**src/verilog/tps_defines.vh**
```
// Timing constants for the self-test pattern and status outputs.
// Assumes a 100 MHz system clock (10 ns period).
`ifndef TPS_DEFINES_VH
`define TPS_DEFINES_VH
`define TPS_CLK_PERIOD_NS 10
`define TPS_PATTERN_PERIOD_NS 100
`define TPS_PATTERN_HIGH_NS 40
`define TPS_PATTERN_CYCLES (`TPS_PATTERN_PERIOD_NS / `TPS_CLK_PERIOD_NS)
`define TPS_HIGH_CYCLES (`TPS_PATTERN_HIGH_NS / `TPS_CLK_PERIOD_NS)
`define TPS_PHASE_W 4
`define TPS_DIGIT_MAX 4'h9
`define TPS_MODE_NORMAL 1'b0
`define TPS_MODE_QUALIFIED 1'b1
// Divider phases, sized for the 4-bit phase register
`define TPS_LAST_PHASE 4'h9
`define TPS_FALL_PHASE 4'h3
`define TPS_STEP_PHASE 4'h2
`define TPS_PHASE_RESET 4'h9
`endif

```
**src/verilog/tps_bcd_digit.v**
```verilog
// One decimal digit stage of the test counter.
// Assumes a one-cycle advance enable in the same clock domain.
`timescale 1ns/100ps
`include "tps_defines.vh"
module tps_bcd_digit (
  // Clock and reset
  input wire clk_i,
  input wire rst_i,
  // Advance control
  input wire inc_i,
  // Digit value and carry
  output reg [3:0] digit_o,
  output wire carry_o
);
  // Carry out when the digit wraps from nine
  assign carry_o = inc_i & (digit_o == `TPS_DIGIT_MAX);

  // Digit counts zero to nine
  always @(posedge clk_i or posedge rst_i) begin
    if (rst_i) begin
      digit_o <= 4'h0;
    end else if (inc_i) begin
      if (digit_o == `TPS_DIGIT_MAX) begin
        digit_o <= 4'h0;
      end else begin
        digit_o <= digit_o + 4'h1;
      end
    end
  end
endmodule

```
**src/verilog/tps_test_outputs.v**
```verilog
// Self-test pattern generator with trigger and trace status outputs.
// Assumes acquisition events are one-cycle pulses from logic on clk_i.
// Pattern and count leave the block on one clock edge.
// What this block does
// - Eight-bit BCD counter drives data test connector
// - LSB on lowest pin, MSB on highest
// - Clock test waveform 100 ns, 40 high
// - Clock waveform and counter share one timing
// - Counter changes just after clock falling edge
// - Six counter LSBs on clock connector lines
// - Trigger output rises at armed trigger
// - Trigger output holds until delay expiry, then low
// - Normal recording: trace high at start
// - Normal recording: trace low at delay expiry
// - Qualified recording: trace pulses per stored sample
// - Qualified recording: last fall at delay expiry
`timescale 1ns/100ps
`include "tps_defines.vh"
module tps_test_outputs (
  // Clock and reset
  input wire clk_i,
  input wire rst_i,
  // Acquisition events from the sequencer
  input wire armed_i,
  input wire trig_hit_i,
  input wire rec_start_i,
  input wire delay_done_i,
  input wire sample_wr_i,
  input wire qual_mode_i,
  // Data probe test connector
  output reg [7:0] data_test_o,
  // Clock probe test connector
  output reg [7:0] clk_test_o,
  // Status strobes
  output reg trig_o,
  output reg trace_o
);
  // Divider phases, sized to the phase register
  localparam [3:0] LAST_PHASE = `TPS_LAST_PHASE;
  localparam [3:0] FALL_PHASE = `TPS_FALL_PHASE;
  localparam [3:0] STEP_PHASE = `TPS_STEP_PHASE;
  localparam [3:0] PHASE_RESET = `TPS_PHASE_RESET;
  // Recording window states
  localparam [0:0] REC_IDLE = 1'b0;
  localparam [0:0] REC_BUSY = 1'b1;

  // Divider and window state
  reg [3:0] phase;
  reg [3:0] next_phase;
  reg rec_state;
  reg next_rec_state;
  // Next values of the registered outputs
  reg [7:0] next_data_test;
  reg [7:0] next_clk_test;
  reg next_trig;
  reg next_trace;
  // Counter digits and pattern level
  wire step;
  wire units_carry;
  wire [3:0] units;
  wire [3:0] tens;
  wire [7:0] count_word;
  wire pattern_level;

  // Phase that follows ph, wrapping after the last one
  function [3:0] phase_after;
    input [3:0] ph;
    begin
      if (ph == LAST_PHASE) begin
        phase_after = 4'h0;
      end else begin
        phase_after = ph + 4'h1;
      end
    end
  endfunction

  // Pattern level set by the edge that ends phase ph
  function level_after;
    input [3:0] ph;
    begin
      level_after = (ph == LAST_PHASE) | (ph < FALL_PHASE);
    end
  endfunction

  // Window open now, or opening on this edge
  function window_open;
    input state;
    input start;
    begin
      window_open = (state == REC_BUSY) | start;
    end
  endfunction

  // Phase divider next value, one timing source for everything
  always @* begin
    next_phase = phase_after(phase);
  end

  // Phase divider; reset value makes the first edge start a high phase
  always @(posedge clk_i or posedge rst_i) begin
    if (rst_i) begin
      phase <= PHASE_RESET;
    end else begin
      phase <= next_phase;
    end
  end

  // Digits advance one edge ahead, so count and fall leave together
  assign step = (phase == STEP_PHASE);

  // Units and tens digits
  tps_bcd_digit u_units (
    .clk_i(clk_i),
    .rst_i(rst_i),
    .inc_i(step),
    .digit_o(units),
    .carry_o(units_carry)
  );
  tps_bcd_digit u_tens (
    .clk_i(clk_i),
    .rst_i(rst_i),
    .inc_i(units_carry),
    .digit_o(tens),
    .carry_o()
  );

  // Count word, tens high and units low
  assign count_word = {tens, units};

  // Pattern level for the coming edge
  assign pattern_level = level_after(phase);

  // Connector next values, count and pattern on the same edge
  always @* begin
    next_data_test = count_word;
    next_clk_test[1:0] = {2{pattern_level}};
    next_clk_test[7:2] = count_word[5:0];
  end

  // Data connector register
  always @(posedge clk_i or posedge rst_i) begin
    if (rst_i) begin
      data_test_o <= 8'h00;
    end else begin
      data_test_o <= next_data_test;
    end
  end

  // Clock connector register
  always @(posedge clk_i or posedge rst_i) begin
    if (rst_i) begin
      clk_test_o <= 8'h00;
    end else begin
      clk_test_o <= next_clk_test;
    end
  end

  // Recording window, start to delay expiry; expiry wins
  always @* begin
    next_rec_state = rec_state;
    case (rec_state)
      REC_IDLE: begin
        if (rec_start_i & ~delay_done_i) begin
          next_rec_state = REC_BUSY;
        end
      end
      REC_BUSY: begin
        if (delay_done_i) begin
          next_rec_state = REC_IDLE;
        end
      end
      default: begin
        next_rec_state = REC_IDLE;
      end
    endcase
  end

  // Recording window register
  always @(posedge clk_i or posedge rst_i) begin
    if (rst_i) begin
      rec_state <= REC_IDLE;
    end else begin
      rec_state <= next_rec_state;
    end
  end

  // Trigger output: rises on armed hit, falls on delay expiry
  always @* begin
    next_trig = trig_o;
    if (delay_done_i) begin
      next_trig = 1'b0;
    end else if (armed_i & trig_hit_i) begin
      next_trig = 1'b1;
    end
  end

  // Trace output per recording mode
  always @* begin
    if (delay_done_i) begin
      next_trace = 1'b0;
    end else if (qual_mode_i == `TPS_MODE_QUALIFIED) begin
      next_trace = sample_wr_i & window_open(rec_state, rec_start_i);
    end else begin
      next_trace = window_open(rec_state, rec_start_i);
    end
  end

  // Trigger output register
  always @(posedge clk_i or posedge rst_i) begin
    if (rst_i) begin
      trig_o <= 1'b0;
    end else begin
      trig_o <= next_trig;
    end
  end

  // Trace output register
  always @(posedge clk_i or posedge rst_i) begin
    if (rst_i) begin
      trace_o <= 1'b0;
    end else begin
      trace_o <= next_trace;
    end
  end
endmodule

```
**config.mk**
```make
export PLATFORM = sky130hd
export DESIGN_NAME = tps_test_outputs
export DESIGN_NICKNAME = d
export VERILOG_FILES = /design/src/verilog/tps_bcd_digit.v /design/src/verilog/tps_test_outputs.v
export VERILOG_INCLUDE_DIRS = /design/src /design/src/verilog
export SDC_FILE = /design/constraint.sdc
export NUM_CORES = 1
export LEC_CHECK = 0
export BUFFER_PORTS_ARGS = -buffer_cell sky130_fd_sc_hd__buf_4
export CAP_MARGIN = 30
export CORE_MARGIN = 5
export CORE_UTILIZATION = 50
export CTS_CLUSTER_SIZE = 40
export DETAILED_ROUTE_END_ITERATION = 8
export PLACE_DENSITY = 0.82
export SLEW_MARGIN = 30
export SYNTH_ARGS = -nofsm -noshare
export SYNTH_HDL_FRONTEND = slang
export SYNTH_SLANG_ARGS = --single-unit
```
**constraint.sdc**
```tcl
create_clock -name clk_i -period 1.62 [get_ports clk_i]
set_clock_uncertainty 0.05 [all_clocks]
set_input_delay 0.243 -clock clk_i [delete_from_list [all_inputs] [get_ports clk_i]]
set_output_delay 0.243 -clock clk_i [all_outputs]
set_load 0.1 [all_outputs]
```
[Yosys cells after proc, flatten, opt, wreduce, memory -nomap -nowiden]
Cells that the tools add are included.
Storage, ports and cells
  output and inout bits: 18
  logic and storage cells: 35
  bits in read-only memories: 0
  register bits: 31
  latch bits: 0
  memories kept: 0
  memory bits (writable): 0
  input port bits: 8
Cells by class
  order comparisons: 1
  equality and inequality tests: 4
  add/subtract/negate cells: 3
  divide/modulo/power cells: 0
  reduce and logical (&&, ||, !) cells: 1
  bitwise gates (word level): 8
  mux-type cells: 10
  multiply operators: 0
  shifts and indexed selects: 0
Operators by type and width (count)
  adder 4 x 1 -> 4 bit (second input constant): 3
  == test 4 bit (second input constant): 3
  2-to-1 mux 4 bit: 3
  2-to-1 mux 1 bit: 6
  bitwise AND 1 bit: 4
  == test 4 x 2 -> 1 bit (second input constant): 1
  < comparator 4 x 2 -> 1 bit (second input constant): 1
  inverter 1 bit: 2
  OR 1 bit: 2
  one-hot mux 1 bit (2 select lines): 1
  nonzero test 2 bit: 1

[Depth between registers and ports, before layout]
  word-level depth: 4
  depth in mapped cells: 3

[Modules after synthesis]
Synthesis repeated with hierarchy kept, for this count alone.
Unflattened totals
  cell total of the unflattened synthesis: 80
  area, all modules: 963.4 µm²
By module, submodules not included
  tps_test_outputs: instances 1, cells an instance 44, area each 578.1 µm², sequential area each 402.9 µm²
  tps_bcd_digit: instances 2, cells an instance 18, area each 192.7 µm², sequential area each 100.1 µm²

[Worst setup path before layout]
No wires, ideal clock.
  kind: register -> output
  from: register clk_test_o[1]
  to: output port clk_test_o[1]
  arrival: 1.324 ns
  cell stages (with the launch flop): 2
  data required time: 1.327 ns
  path slack: 0.003 ns
  path buffers: 1
  cells stage by stage: dfrtp_1 > buf_4
RTL lines
  from (decl): line tps_test_outputs.v:33  | output reg [7:0] clk_test_o,
  from (signal assigned): line tps_test_outputs.v:154  | clk_test_o <= next_clk_test;
No word-level cell between the ends.

[Worst setup path after layout]
  from: register phase[2]
  to: register u_tens.digit_o[1]
On the way
  word-level cells in the longest chain between the ends: 2
RTL lines
  from (decl): line tps_test_outputs.v:48  | reg [3:0] phase;
  from (signal assigned): line tps_test_outputs.v:104  | phase <= next_phase;
  == test 4 x 2 -> 1 bit: line tps_test_outputs.v:109  | assign step = (phase == STEP_PHASE);
  bitwise AND 1 bit: line tps_bcd_digit.v:16  | assign carry_o = inc_i & (digit_o == `TPS_DIGIT_MAX);
  to (signal assigned): line tps_bcd_digit.v:26  | digit_o <= digit_o + 4'h1;
  to (decl): line tps_bcd_digit.v:12  | output reg [3:0] digit_o,
No other way between the ends.
A chain may end at the register's enable or synchronous reset.

==> impl_metrics.tcl <==
set metrics [dict create \
    route.detailed.drc 0 \
    path_clk_slew_ns 0.12 \
    syn-instance-count 77 \
    max_slew.worst_pin.slew_ns 0.2942 \
    total_power_mw 0.9715 \
    cts_made_buffers 3 \
    pwr_density_cell_nw_per_um2 803.8 \
    core_um2 1922 \
    layout-drive-gt1-share 0.3824 \
    status "finished, final reports clean" \
    ys_warn_count 0 \
    synth.distinct_cells 26 \
    dpl_worst_slack_ns 0.1909 \
    leakage_nw 0.5885 \
    ff2ff_setup_slack_ns 0.17 \
    final_nets 111 \
    synth_area_leaders "dfrtp_1 (56%), buf_4 (5.4%), dfstp_2 (5.4%)" \
    ant_nets 0 \
    startpoint "phase[2]" \
    vias 637 \
    crit_slowest_cell "dfrtp_1" \
    start_util 0.5091 \
    drv_cap 0 \
    slew_headroom 0.8039 \
    cts_resized 0 \
    syn_area_per_cell_um2 12.71 \
    pin_count 26 \
    grt_max_degree 25 \
    period_share 0.8969 \
    numClockSinks 24 \
    startpoint_type "register" \
    netlist_area_um2 978.4 \
    r2r_end "u_tens.digit_o[1]" \
    fillers 148 \
    path_buf_inv 1 \
    fmax_ghz 0.6882 \
    crit_type "reg -> reg" \
    wl_um 1626 \
    slew_violations 0 \
    htree_levels 1 \
    grt_pass1_wl_um 2442 \
    grt_pass1_vias 562 \
    ys_seq_area_frac 0.6164 \
    cts_tree "yes" \
    ys_ff_latch 24 \
    cts_root_buf "clkbuf_4" \
    place_congestion 0.7204 \
    synth.largest_area_cell "dfrtp_1" \
    routedWlPerCell_um 12.60 \
    critPathTopFamily "flip-flops" \
    path_cells "nor4b_4, buf_4, nand3_2, mux2_4" \
    antenna_cells 0 \
    rsz0062_at_grt "no" \
    cp_data_required_time_ns 1.77 \
    clk_path_buf_depth 2 \
    vdd_drop_max_mv 0.4714 \
    cp_data_arrival_time_ns 1.61 \
    cp-end-kind "register" \
    fp.dieW_um 54.24 \
    overflow 0 \
    cp.depth 4 \
    fp.dieH_um 54.24 \
    setup_viol 0 \
    fin_crit_ns 1.453 \
    portBuffers 25 \
    dr.pass1.iters 4 \
    endpoint "u_tens.digit_o[1]" \
    clock_latency_ns 0.30 \
    via_per_inst 4.938 \
    hp-class "in -> reg" \
    hold_violations 0 \
    slowest_delay_ns 0.48 \
    hpwlAfterDp_um 1165 \
    die_area_um2 2941 \
    worst_r2r_path_depth 4 \
    fin_setup_tns_ns 0 \
    r2r-start "phase[2]" \
    antenna_found_initial 0 \
    syn2layout_area_growth_pct 23.53 \
    drtIter0Drc 16 \
    fin_ws_ns 0.1670 \
    path_max_fanout 10 \
    synth_top_area_share 0.5627 \
    synth_fp_nets 85 \
    rows 16 \
    grt_usage 0.1173 \
]
==> cells in the final DEF, fill, tap and decap left out <==
| cell type | netlist | routed |
|---|---|---|
| nor4b_4 | 1 | 1 |
| and4bb_2 | 1 | 1 |
| nand3_1 | 2 | 2 |
| dfstp_2 | 2 | 2 |
| dlygate4sd3_1 | 0 | 1 |
| nand3_2 | 1 | 1 |
| nor2_1 | 5 | 5 |
| xor2_1 | 1 | 1 |
| a41o_2 | 1 | 1 |
| mux2_4 | 1 | 1 |
| buf_4 | 7 | 27 |
| dfrtp_1 | 22 | 22 |
| mux2i_1 | 1 | 1 |
| clkbuf_8 | 0 | 1 |
| nor3_1 | 1 | 1 |
| o2111ai_1 | 1 | 1 |
| a21oi_1 | 2 | 2 |
| nand4_1 | 1 | 1 |
| mux2_1 | 1 | 1 |
| xnor2_1 | 4 | 4 |
| nand2_1 | 3 | 3 |
| a22o_1 | 3 | 3 |
| nand2b_1 | 2 | 2 |
| o211ai_1 | 1 | 1 |
| inv_1 | 5 | 5 |
| a31o_2 | 1 | 1 |
| o21ai_0 | 2 | 2 |
| nor2b_1 | 5 | 5 |
| clkbuf_4 | 0 | 3 |
==> layout make-up <==
type	count	area [µm²]	share of cell area
Sequential cell	24	603.1	0.4990
Multi-Input combinational cell	41	304.0	0.2516
Timing Repair Buffer	28	212.7	0.1760
Clock buffer	4	36.28	0.03002
Tap cell	27	33.78	0.02795
Inverter	5	18.77	0.01553
==> repair_timing <==
| item | in CTS | in global routing |
|---|---|---|
| buffers inserted | 0 | 0 |
| endpoints found under the hold margin | 22 | 0 |
| hold buffers | 1 | 0 |
==> cells by family (layout without fill, tap and decap cells) <==
group	Yosys count	in the layout	share of synthesized area
and+or+nand+nor	22	22	0.1445
DFF	24	24	0.6164
AOI/OAI and AO/OA	11	11	0.08441
buffers and inverters	12	37	0.07289
xor gates and xnor gates	5	5	0.04475
muxes	3	3	0.03708
==> registers in the layout, summed over array words and instances (netlist names) <==
| signal | count |
|---|---|
| rec_state | 1 |
| phase | 4 |
| u_units.digit_o | 4 |
| trace_o | 1 |
| clk_test_o | 6 |
| trig_o | 1 |
| data_test_o | 3 |
| u_tens.digit_o | 4 |
==> how the worst min path moves through the flow <==
stage | startpoint | to | slack, ns | cells after the start
global route | delay_done_i | trig_o | 0.02 | 2
floorplan | rst_i | clk_test_o[1] | 0.21 | 1
finish | delay_done_i | trig_o | 0.04 | 2
detailed placement | rst_i | clk_test_o[2] | 0.26 | 3
global placement | rst_i | clk_test_o[2] | 0.26 | 3
CTS | delay_done_i | trig_o | 0.03 | 2
==> per-layer routing <==
| metal | global-route usage | up-vias | share of wire |
|---|---|---|---|
| met5 | 0 | - | 0 |
| met4 | 0.06224 | 0 | 0.012 |
| met3 | 0.01635 | 2 | 0.053 |
| met2 | 0.1793 | 21 | 0.48 |
| met1 | 0.1613 | 308 | 0.46 |
| li1 | - | 306 | - |
==> cell usage after synthesis <==
| master | n |
|---|---|
| and4bb_2 | 1 |
| nor4b_4 | 1 |
| nand3_1 | 2 |
| a21oi_1 | 2 |
| o211ai_1 | 1 |
| a41o_2 | 1 |
| a22o_1 | 3 |
| mux2_4 | 1 |
| xor2_1 | 1 |
| mux2_1 | 1 |
| o2111ai_1 | 1 |
| a31o_2 | 1 |
| nand2b_1 | 2 |
| nor3_1 | 1 |
| o21ai_0 | 2 |
| xnor2_1 | 4 |
| dfrtp_1 | 22 |
| mux2i_1 | 1 |
| dfstp_2 | 2 |
| inv_1 | 5 |
| nand3_2 | 1 |
| nor2b_1 | 5 |
| nand4_1 | 1 |
| buf_4 | 7 |
| nand2_1 | 3 |
| nor2_1 | 5 |
==> report_power, final <==
| part | switching [mW] | internal, mW |
|---|---|---|
| clock network | 0.164 | 0.137 |
| logic | 0.0432 | 0.0210 |
| registers | 0.00158 | 0.604 |
==> worst register-to-register path, delay by kind of cell (launching register included) <==
kind | cells | cell delay (ns)
simple gates | 2 | 0.32
buf+inv | 1 | 0.20
mux | 1 | 0.30
flops | 1 | 0.48
==> per-stage QoR <==
| step | cells | hold WS [ns] | area, µm² | util |
|---|---|---|---|---|
| 2_1_floorplan | 77 | 0.2061 | 978.4 | - |
| 5_1_grt | 129 | 0.02388 | 1209 | 0.6289 |
| 4_1_cts | 129 | 0.03069 | 1209 | 0.6289 |
| 3_3_place_gp | 124 | 0.2566 | 1162 | 0.6048 |
| 3_5_place_dp | 124 | 0.2586 | 1162 | 0.6048 |
| 6_report | 129 | 0.03666 | 1209 | 0.6289 |
No activity file was read; power rests on OpenSTA's default activity.
